$ cat src/pts_pkg.sv
// Package for the PWM timebase selection block: offsets, fields, codes, resets.
// Assumes a 32-bit Avalon-MM slave with byte addresses and 8-bit registers.
`default_nettype none

package pts_pkg;

  // Register byte offsets
  localparam logic [3:0] PTS_OFS_SEL_LO = 4'h0;
  localparam logic [3:0] PTS_OFS_SEL_HI = 4'h4;

  // Field layout
  localparam int PTS_SEL_W = 2;
  localparam int PTS_NUM_CHAN = 5;
  localparam int PTS_NUM_TMR = 3;
  localparam int PTS_LO_CHAN = 4;
  localparam int PTS_HI_LSB = 0;

  // Reset values
  localparam logic [7:0] PTS_RST_SEL_LO = 8'h00;
  localparam logic [1:0] PTS_RST_SEL_HI = 2'h0;

  // Selection codes
  localparam logic [1:0] PTS_SEL_T2 = 2'h0;
  localparam logic [1:0] PTS_SEL_T4 = 2'h1;
  localparam logic [1:0] PTS_SEL_T6 = 2'h2;
  localparam logic [1:0] PTS_SEL_RSVD = 2'h3;

endpackage

`default_nettype wire

$ cat src/pts_chan_mux.sv
// One channel's timebase router: picks one of three timers while in PWM mode.
// Assumes timer match pulses and counts are synchronous to clk.
`default_nettype none

module pts_chan_mux
  import pts_pkg::*;
#(
  parameter int TW = 8
)
(
  input wire logic clk,
  input wire logic rst_b,
  input wire logic pwm_mode,
  input wire logic [1:0] sel,
  input wire logic [PTS_NUM_TMR-1:0] tmr_match,
  input wire logic [PTS_NUM_TMR*TW-1:0] tmr_count,
  output logic period_restart,
  output logic [TW-1:0] duty_count
);

  logic restart_q;
  logic restart_d;
  logic [TW-1:0] count_q;
  logic [TW-1:0] count_d;
  logic sel_ok;

  ////////////////////////////////////////////////////////////////////////////
  // Selection; reserved code routes nothing rather than a guessed timer
  assign sel_ok = pwm_mode && (sel != PTS_SEL_RSVD);
  assign restart_d = sel_ok ? tmr_match[sel] : 1'b0;
  assign count_d = sel_ok ? tmr_count[sel*TW +: TW] : '0;

  // Registered outputs
  always_ff @(posedge clk)
  begin
    if (!rst_b)
    begin
      restart_q <= 1'b0;
      count_q <= '0;
    end
    else
    begin
      restart_q <= restart_d;
      count_q <= count_d;
    end
  end

  assign period_restart = restart_q;
  assign duty_count = count_q;
endmodule // pts_chan_mux

`default_nettype wire

$ cat src/pts_timebase_select.sv
// Top of the PWM timebase selection block: Avalon-MM registers and five routers.
// Assumes a synchronous Avalon-MM master and timers in the clk domain.
`default_nettype none

// What this block does
// - Low register holds channels 1-4 selectors
// - Channel 2: 00 Timer 2, 01 Timer 4
// - High register bits 1-0 select channel 5
// - High register bits 7-2 read zero
// - All selectors reset to zero, Timer 2
module pts_timebase_select
  import pts_pkg::*;
#(
  parameter int TW = 8
)
(
  input wire logic clk,
  input wire logic rst_b,
  input wire logic [3:0] avs_address,
  input wire logic avs_read,
  input wire logic avs_write,
  input wire logic [31:0] avs_writedata,
  input wire logic [3:0] avs_byteenable,
  output logic [31:0] avs_readdata,
  output logic avs_waitrequest,
  input wire logic [PTS_NUM_CHAN-1:0] chan_pwm_mode,
  input wire logic [PTS_NUM_TMR-1:0] tmr_period_match,
  input wire logic [PTS_NUM_TMR*TW-1:0] tmr_count,
  output logic [PTS_NUM_CHAN-1:0] chan_period_restart,
  output logic [PTS_NUM_CHAN*TW-1:0] chan_duty_count
);

  if (TW < 1 || TW > 16)
  begin : g_bad_tw
    $error("TW must lie between 1 and 16");
  end

  logic [7:0] sel_lo_q;
  logic [7:0] sel_lo_d;
  logic [1:0] sel_hi_q;
  logic [1:0] sel_hi_d;
  logic ack_q;
  logic ack_d;
  logic [31:0] rdata_q;
  logic [31:0] rdata_d;
  logic req;
  logic hit_lo;
  logic hit_hi;
  logic wr_lo;
  logic wr_hi;
  logic [2*PTS_NUM_CHAN-1:0] all_sel;

  ////////////////////////////////////////////////////////////////////////////
  // Bus decode; every access waits one cycle so read data can be registered
  assign req = avs_read || avs_write;
  assign avs_waitrequest = req && !ack_q;
  assign ack_d = req && !ack_q;
  assign hit_lo = (avs_address == PTS_OFS_SEL_LO);
  assign hit_hi = (avs_address == PTS_OFS_SEL_HI);
  assign wr_lo = avs_write && ack_q && hit_lo && avs_byteenable[0];
  assign wr_hi = avs_write && ack_q && hit_hi && avs_byteenable[0];

  // Next register values; unimplemented high bits are never stored
  assign sel_lo_d = wr_lo ? avs_writedata[7:0] : sel_lo_q;
  assign sel_hi_d = wr_hi ? avs_writedata[PTS_HI_LSB +: PTS_SEL_W] : sel_hi_q;

  // Read mux; unmapped offsets read zero
  assign rdata_d = hit_lo ? {24'h000000, sel_lo_q} :
                   hit_hi ? {30'h00000000, sel_hi_q} : 32'h00000000;

  // Register storage
  always_ff @(posedge clk)
  begin
    if (!rst_b)
    begin
      sel_lo_q <= PTS_RST_SEL_LO;
      sel_hi_q <= PTS_RST_SEL_HI;
      ack_q <= 1'b0;
      rdata_q <= 32'h00000000;
    end
    else
    begin
      sel_lo_q <= sel_lo_d;
      sel_hi_q <= sel_hi_d;
      ack_q <= ack_d;
      rdata_q <= rdata_d;
    end
  end

  assign avs_readdata = rdata_q;

  ////////////////////////////////////////////////////////////////////////////
  // Channel routers; channel 1 sits in the low bits
  assign all_sel = {sel_hi_q, sel_lo_q};

  for (genvar c = 0; c < PTS_NUM_CHAN; c++)
  begin : g_chan
    pts_chan_mux #(.TW(TW)) u_mux (
      .clk(clk),
      .rst_b(rst_b),
      .pwm_mode(chan_pwm_mode[c]),
      .sel(all_sel[c*PTS_SEL_W +: PTS_SEL_W]),
      .tmr_match(tmr_period_match),
      .tmr_count(tmr_count),
      .period_restart(chan_period_restart[c]),
      .duty_count(chan_duty_count[c*TW +: TW])
    );
  end
endmodule // pts_timebase_select

`default_nettype wire

$ cat config.mk
export PLATFORM = sky130hd
export DESIGN_NAME = pts_timebase_select
export DESIGN_NICKNAME = d
export VERILOG_FILES = /design/src/pts_pkg.sv /design/src/pts_chan_mux.sv /design/src/pts_timebase_select.sv
export SDC_FILE = /design/constraint.sdc
export NUM_CORES = 1
export LEC_CHECK = 0
export ABC_AREA = 1
export ABC_CLOCK_PERIOD_IN_PS = 1170
export BUFFER_PORTS_ARGS = -buffer_cell sky130_fd_sc_hd__buf_2
export CORE_ASPECT_RATIO = 1.1
export CORE_MARGIN = 3
export CORE_UTILIZATION = 41
export DETAILED_ROUTE_END_ITERATION = 6
export PLACE_DENSITY = 0.76
export REMOVE_ABC_BUFFERS = 1
export SYNTH_ARGS = -nofsm -noshare
export SYNTH_HDL_FRONTEND = slang
export SYNTH_SLANG_ARGS = --single-unit
$ cat constraint.sdc
create_clock -name clk -period 1.17 [get_ports clk]
set_clock_uncertainty 0.2 [all_clocks]
set_input_delay 0.0585 -clock clk [delete_from_list [all_inputs] [get_ports clk]]
set_output_delay 0.0585 -clock clk [all_outputs]
set_load 0.005 [all_outputs]
== Word level (Yosys, flattened, before mapping) ==
Cells that the tools add are included.
W data, S select, Z words.

* Input port bits: 76
* Word-level logic and storage cells: 64
* Output and inout bits: 78
* Flip-flop bits (word level): 88

* Equal/unequal tests: 6
* Muxes and demuxes: 12
* Reduce and logical (&&, ||, !) cells: 20
* Shift-type cells: 5
* Bitwise gates (word level): 1
* $lt $le $gt $ge: 5

{| class="wikitable"
|+ Operator list
! operator !! number
|-
| $shiftx A24 B6 Y8 || 5
|-
| $lt A2 B3 Y1 const B || 5
|-
| $logic_and A1 B1 Y1 || 11
|-
| $bmux W1 S2 || 5
|-
| $ne A2 B2 Y1 const B || 5
|-
| $reduce_and A2 Y1 || 5
|-
| $mux W8 || 1
|-
| $mux W1 || 5
|-
| $eq A4 B3 Y1 const B || 1
|-
| $logic_not A4 Y1 || 1
|-
| $mux W2 || 1
|-
| $reduce_or A2 Y1 || 1
|-
| $logic_not A1 Y1 || 1
|-
| $logic_or A1 B1 Y1 || 1
|-
| $not A1 Y1 || 1
|}

== Logic depth before layout (Yosys ltp) ==
Gate-level depths: netlist of the first run.

* Depth in word-level cells: 3
* Mapped depth: 6
* Gate-level depth less buffers: 6

== Modules after synthesis ==
A second synthesis of the first run with hierarchy kept.

* Cells, all modules: 524
* Area total of the unflattened synthesis: 3407.0 µm²

{| class="wikitable"
|+ Modules (own cells, without submodules)
! module !! seq. area each (µm²) !! cells an instance !! instances !! area each (µm²)
|-
| pts_chan_mux || 180.2 || 78 || 5 || 483.0
|-
| pts_timebase_select || 380.4 || 134 || 1 || 992.2
|}

== Least setup slack after synthesis of the first run ==
No wires, ideal clock.

* Path type: reg2reg
* Start point: register ack_q
* End point: register sel_lo_q[0]
* Setup slack: 45 ps
* Cell stages (with the launch flop): 5
* Library setup time: 64 ps
* Arrival time: 861 ps
* Required time: 906 ps
* Buffers on the path: 0
* Period minus slack after synthesis: 1125 ps
* Cell sequence: dfxtp_1 -> nand3_1 -> nor2_8 -> nor2_1 -> nor2_1

* Longest elaborated chain between the ends: 3

{| class="wikitable"
|+ Ends and longest elaborated chain
! what !! RTL line !! source
|-
| start, declared || pts_timebase_select.sv:42 || <nowiki>logic ack_q;</nowiki>
|-
| start signal, assigned || pts_timebase_select.sv:85 || <nowiki>ack_q <= ack_d;</nowiki>
|-
| $logic_and A1 B1 Y1 (3 in series) || pts_timebase_select.sv:60 || <nowiki>assign wr_lo = avs_write && ack_q && hit_lo && avs_byteenable[0];</nowiki>
|-
| end signal, assigned || pts_timebase_select.sv:83 || <nowiki>sel_lo_q <= sel_lo_d;</nowiki>
|-
| end, declared || pts_timebase_select.sv:38 || <nowiki>logic [7:0] sel_lo_q;</nowiki>
|}

No other way between the ends.
A chain may end at the register's enable or synchronous reset.

== Worst setup path after layout of the first run ==
* Start point: register sel_lo_q[6]
* End point: register g_chan[3].u_mux.count_q[5]

* Longest elaborated chain between the ends: 3
* Elaborated cells on any way between the ends: 4
* Classes of those cells: eq/ne (1); shift (1); reduce/logical (2)

{| class="wikitable"
|+ Ends and longest elaborated chain
! what !! RTL line !! source
|-
| branches (longest 3 deep; another with $shiftx A24 B6 Y8) || -- ||
|-
| end signal, assigned || pts_chan_mux.sv:44 || <nowiki>count_q <= count_d;</nowiki>
|-
| end, declared || pts_chan_mux.sv:23 || <nowiki>logic [TW-1:0] count_q;</nowiki>
|}

Parallel ways; which one is timed is not known.

==> results of run 1 <==
[cell families after synthesis]
family                 count (synthesis)  share of synthesized area
other                                  1                    0.00123
AOI/OAI and AO/OA                     96                      0.204
DFF                                   64                      0.419
and+or+nand+nor                      162                      0.238
buffers and inverters                 77                      0.139
[area by class of cell]
| cell class | count | area [um^2] | area share |
|---|---|---|---|
| multi-input cells | 288 | 1680 | 0.345 |
| flip-flops and latches | 64 | 1310 | 0.270 |
| clock inverters | 4 | 75.1 | 0.0154 |
| repair buffers | 182 | 1390 | 0.286 |
| clock buffers | 12 | 165 | 0.0340 |
| well taps | 85 | 106 | 0.0219 |
| inverters | 31 | 136 | 0.0281 |
[worst paths after layout]
| check | depth (start not counted) | slack, ps | startpoint | endpoint |
|---|---|---|---|---|
| worst max register to register | 4 | -60 | sel_lo_q[6] | g_chan[3].u_mux.duty_count[5] |
| worst max-delay path | 4 | -60 | sel_lo_q[6] | g_chan[3].u_mux.duty_count[5] |
| worst min register to register | 2 | 320 | sel_lo_q[1] | sel_lo_q[1] |
| worst min-delay path | 5 | -60 | avs_address[2] | sel_lo_q[3] |
[state kept, by name, summed over array words and instances, names as in the netlist]
signal and cells:
g_chan.u_mux.period_restart 5, sel_lo_q 8, sel_hi_q 2, avs_readdata 8, g_chan.u_mux.duty_count 40, ack_q 1
[through the flow]
step | total power (W) | std cells | hold slack, ps | setup slack (ps)
floorplan | 0.00252 | 377 | -20.8 | -313
global placement | 0.00281 | 587 | 168 | -34.4
detailed placement | 0.00281 | 587 | 176 | -82.5
CTS | 0.00516 | 652 | -75.2 | -79.4
global route | 0.00541 | 666 | -36.6 | -106
finish | 0.00525 | 666 | -61.6 | -57.8
[worst max-delay path, cell delays in order, from the launching register on]
cell	delay (ps)
dfxtp_4	380
clkbuf_16	160
nor2_4	210
nand2_1	80
a21oi_1	120
[Yosys cell counts]
library cell  count
nand3_2           1
inv_1            26
nand4_1           8
o21ai_1           2
dfxtp_1          64
nor2_2            2
nor3b_1           1
nor2_8            1
o211ai_1         45
buf_4            29
buf_6             1
buf_2            16
inv_2             5
nand2_4           1
conb_1            1
nor2_1           30
nor2_4            7
o211ai_2          4
nand2_1         105
a21oi_1          45
nand3_1           6
[timing repair]
item / 4_1_cts / 5_1_grt
gates cloned: 2 / 11
buffers inserted: 2 / 3
gates resized for setup: 10 / 96
pin swaps: 4 / 46
setup endpoints to repair: 56 / 57
endpoints found under the hold margin: 64 / 8
[layer usage]
metal  up-vias  track usage
met5         -            0
met4         0       0.0895
met3        36       0.0477
met2       215        0.373
met1      1626        0.245
li1       1649            -
[report_power, final]
group	leakage, nW	internal [W]	total [W]	switching (W)
Clock	0.115	0.00137	0.00227	0.000893
Combinational	1.49	0.000354	0.000730	0.000376
Sequential	0.530	0.00223	0.00225	0.0000224
Total	2.13	0.00396	0.00525	0.00129
==> impl_metrics.json, run 1 <==
{
  "failed_checks": "hold timing, setup timing",
  "finish.utilization": 0.682,
  "route.detailed.vias_per_inst": 5.29,
  "initial_core_util": 0.429,
  "layout_worst_path_cycle_share": 1.05,
  "netlist_area_um2": 3060,
  "timing.final.hold_violations": 16,
  "required_time_worst_endpoint_ps": 1250,
  "drcViolationCount": 0,
  "highest-signal-layer": "met4",
  "clock_transition_at_the_register_clock_pins_on_the_worst_setup_and_hold_paths_after_cts_ps": 70,
  "max-cap-violations": 0,
  "routed-wl-met2_um": 5180,
  "synth_top_area_cell": "dfxtp_1",
  "floorplan.io_pins": 154,
  "most_frequent_cells_in_the_layout": "101 x buf_2, 89 x nand2_1, 53 x dfxtp_1, 45 x o211ai_1, 44 x dlygate4sd3_1",
  "cts_tree": "yes",
  "period_minus_slack_ps": 1230,
  "timing.critical_path.fanout_max": 5,
  "totalNegativeSetupSlack_ps": -801,
  "grt_util_all_layers": 0.214,
  "maxSlewViolCount": 0,
  "synth_seq_cells": 64,
  "vdd_drop_max_uv": 820,
  "share_of_layout_cells_above_drive_strength_1": 0.408,
  "first_global_vias": 3107,
  "buffer_ports.inserted": 102,
  "timing.final.setup_violations": 31,
  "row_count": 32,
  "worstHoldPathType": "in2reg",
  "cts_made_buffers": 9,
  "vias": 3526,
  "synthesis.area_per_instance_um2": 7.65,
  "setup_slack_ps": -57.8,
  "drt_iter0_markers": 237,
  "synth.yosys.warnings": 0,
  "cp-start-kind": "flip-flop",
  "drt_first_pass_iters": 6,
  "htree_levels": 3,
  "wire_length_of_the_first_global_routing_pass_um": 14400,
  "synth.area.top_cells": "dfxtp_1 42%, nand2_1 13%, o211ai_1 11%, a21oi_1 7.4%, buf_4 7.1%",
  "outcome": "finished with violations",
  "cts-root-buf": "clkbuf_8",
  "grt_antenna_before_repair": 0,
  "antenna-diode-count": 0,
  "postLayoutCellArea_um2": 4860,
  "die_area_um2": 8540,
  "power.leakage_nw": 2.13,
  "die_height_um": 96.6,
  "rsz_0062_raised_after_global_routing": "true",
  "dr_wl_cell_um": 15.7,
  "clock_insertion_delay_at_the_later_pin_of_the_skew_report_ps": 350,
  "top_cell_type_s_share_of_synthesized_area": 0.419,
  "path_class": "reg2reg",
  "fin_worst_hold_slack_ps": -61.6,
  "pin_count_of_the_biggest_net_entering_global_routing": 22,
  "netlist_instances": 400,
  "clkSinkCount": 64,
  "worst_setup_path_end_kind": "flip-flop",
  "finalNetCount": 652,
  "finalWeightedCongestion": 0.854,
  "met3_wirelength_um": 977,
  "synth_sequential_area_ratio": 0.419,
  "placed_area_um2": 3680,
  "routed_wl_um": 10500,
  "area_growth_pct": 58.8,
  "fp.coreArea_um2": 7130,
  "longest_clk_path_bufs": 2,
  "ys_types": 21,
  "antenna_left": 0,
  "crit_arrival_ps": 1310,
  "max_freq_mhz": 814,
  "cellPowerDensity_nw_per_um2": 1080,
  "cts_hold_buf": 45,
  "dieWidth_um": 88.4,
  "grt_overflow": 0,
  "num-fill-cells": 567,
  "layout_commonest_cell": "buf_2",
  "met1_length_um": 4030,
  "dpl.hpwl_um": 6510
}
(Power assumes the default switching activity.)
==> run 2: changes to the inputs <==
- PLACE_DENSITY: 0.76 -> 0.85
==> run 2 against run 1 <==
Compared with the run above:
- the run still ends with hold timing, setup timing left
- power is 2.5% lower
- highest routed layer unchanged
- largest power group is now sequential cells
- routed wire length is 3.6% higher
- register-to-register slack hardly changed
- clock-buffer cell count stayed put
- setup slack worse by 8.3 ps
- final cell count is 0.15% lower
==> impl_metrics.json, run 2 (synthesized netlist as in run 1, its figures left out) <==
{
  "outcome": "finished with violations",
  "failed_checks": "hold timing, setup timing",
  "finish.utilization": 0.680,
  "worst_setup_path_end_kind": "output pin",
  "row_count": 32,
  "cellPowerDensity_nw_per_um2": 1060,
  "layout_commonest_cell": "buf_2",
  "crit_arrival_ps": 980,
  "grt_util_all_layers": 0.227,
  "fin_worst_hold_slack_ps": -72.0,
  "largest_register_ff_count": 40,
  "vias": 3561,
  "initial_core_util": 0.429,
  "timing.final.hold_violations": 13,
  "stdcell_count": 665,
  "max-cap-violations": 0,
  "clock_insertion_delay_at_the_later_pin_of_the_skew_report_ps": 340,
  "dpl.hpwl_um": 6610,
  "most_frequent_cells_in_the_layout": "101 x buf_2, 93 x nand2_1, 53 x dfxtp_1, 45 x o211ai_1, 42 x dlygate4sd3_1",
  "vdd_drop_max_uv": 708,
  "grt_overflow": 0,
  "cts-root-buf": "clkbuf_8",
  "critical-path-slowest-cell": "dfxtp_2",
  "power.leakage_nw": 2.10,
  "clkSinkCount": 64,
  "period_minus_slack_ps": 1240,
  "antenna-diode-count": 0,
  "drcViolationCount": 0,
  "finalWeightedCongestion": 0.861,
  "cp_cell_sequence": "buf_6, nor2_4, buf_2",
  "area_growth_pct": 58.3,
  "longest_clk_path_bufs": 2,
  "design_power_total_w": 0.00512,
  "die_height_um": 96.6,
  "worst-r2r-cell-count": 4,
  "first_global_vias": 3339,
  "worstHoldPathType": "in2reg",
  "path_class": "reg2out",
  "timing.final.setup_violations": 22,
  "share_of_layout_cells_above_drive_strength_1": 0.426,
  "clock_transition_at_the_register_clock_pins_on_the_worst_setup_and_hold_paths_after_cts_ps": 60,
  "dr_wl_cell_um": 16.3,
  "floorplan.io_pins": 154,
  "maxSlewViolCount": 0,
  "drt_iter0_markers": 238,
  "buffer_ports.inserted": 102,
  "dieWidth_um": 88.4,
  "fp.coreArea_um2": 7130,
  "die_area_um2": 8540,
  "timing.critical_path.fanout_max": 3,
  "drt_first_pass_iters": 5,
  "htree_levels": 3,
  "cts_tree": "yes",
  "max_freq_mhz": 809,
  "max_stage_delay_ps": 340,
  "cts_hold_buf": 43,
  "pin_count_of_the_biggest_net_entering_global_routing": 17,
  "antenna_left": 0,
  "wire_length_of_the_first_global_routing_pass_um": 15200,
  "rsz_0062_raised_after_global_routing": "true",
  "required_time_worst_endpoint_ps": 910,
  "cp-start-kind": "flip-flop",
  "routed_wl_um": 10900,
  "totalNegativeSetupSlack_ps": -784,
  "layout_worst_path_cycle_share": 1.06,
  "cts_made_buffers": 9,
  "grt_antenna_before_repair": 0,
  "min_delay_path_depth": 5,
  "route.detailed.vias_per_inst": 5.35,
  "finalNetCount": 652,
  "place_inst": 589,
  "setup_slack_ps": -66.1
}
## run 2: changes by cell type in the layout (fill, tap and decap cells not counted), moves of 3 or more
cell     delta
inv_1       -3
inv_4       +4
buf_4       +5
nand2_2     -4
nand2_1     +4
a21oi_1    -11
a21oi_2    +11
## run 2: final timing paths
| check | start | endpoint | slack, ps |
|---|---|---|---|
| worst max register to register | sel_lo_q[2] | g_chan[1].u_mux.duty_count[4] | -50 |
| worst min-delay path | avs_address[3] | sel_lo_q[5] | -70 |
| worst max-delay path | ack_q | avs_waitrequest | -70 |
| worst min register to register | sel_lo_q[1] | sel_lo_q[1] | 320 |
## run 2: worst max-delay path: cells and delay by family, from the launching register on
family | cells | cell delay (ps)
AND/OR/NAND/NOR | 1 | 70
flip-flops | 1 | 340
buffers and inverters | 2 | 230
## run 2: report_power, final
group          internal [W]  total, W  switching [W]
clock               0.00130   0.00213       0.000826
combinational      0.000351  0.000735       0.000384
sequential          0.00223   0.00226      0.0000228
## run 2: layout make-up
type / instances / area, um^2
fillers: 545 / 2280
flip-flops and latches: 64 / 1310
repair buffers: 182 / 1360
multi-input cells: 288 / 1710
clock buffers: 12 / 155
inverters: 31 / 141
clock inverters: 3 / 65.1
well taps: 85 / 106
## run 2: metal layers
layer | track usage | wire length, um | vias to the layer above
met5 | 0 | 0 | -
met4 | 0.0733 | 214 | 0
met1 | 0.246 | 4020 | 1647
met3 | 0.0528 | 1050 | 31
met2 | 0.419 | 5570 | 240
li1 | - | - | 1643
## run 2: stage by stage
stage | instance area, um^2 | setup slack (ps) | hold slack [ps]
after floorplan | 2840 | -313 | -20.8
after global placement | 3680 | -44.5 | 165
after detailed placement | 3680 | -101 | 173
after CTS | 4450 | -72.8 | -83.7
after global routing | 4840 | -107 | -31.5
final | 4840 | -66.1 | -72.0
## run 2: repair_timing
| item | CTS | global route |
|---|---|---|
| buffers inserted | 1 | 6 |
| resized for setup | 30 | 85 |
| endpoints found under the setup margin | 56 | 56 |
| gates cloned | 4 | 8 |
| pin swaps | 10 | 36 |
| hold endpoints to repair | 64 | 2 |
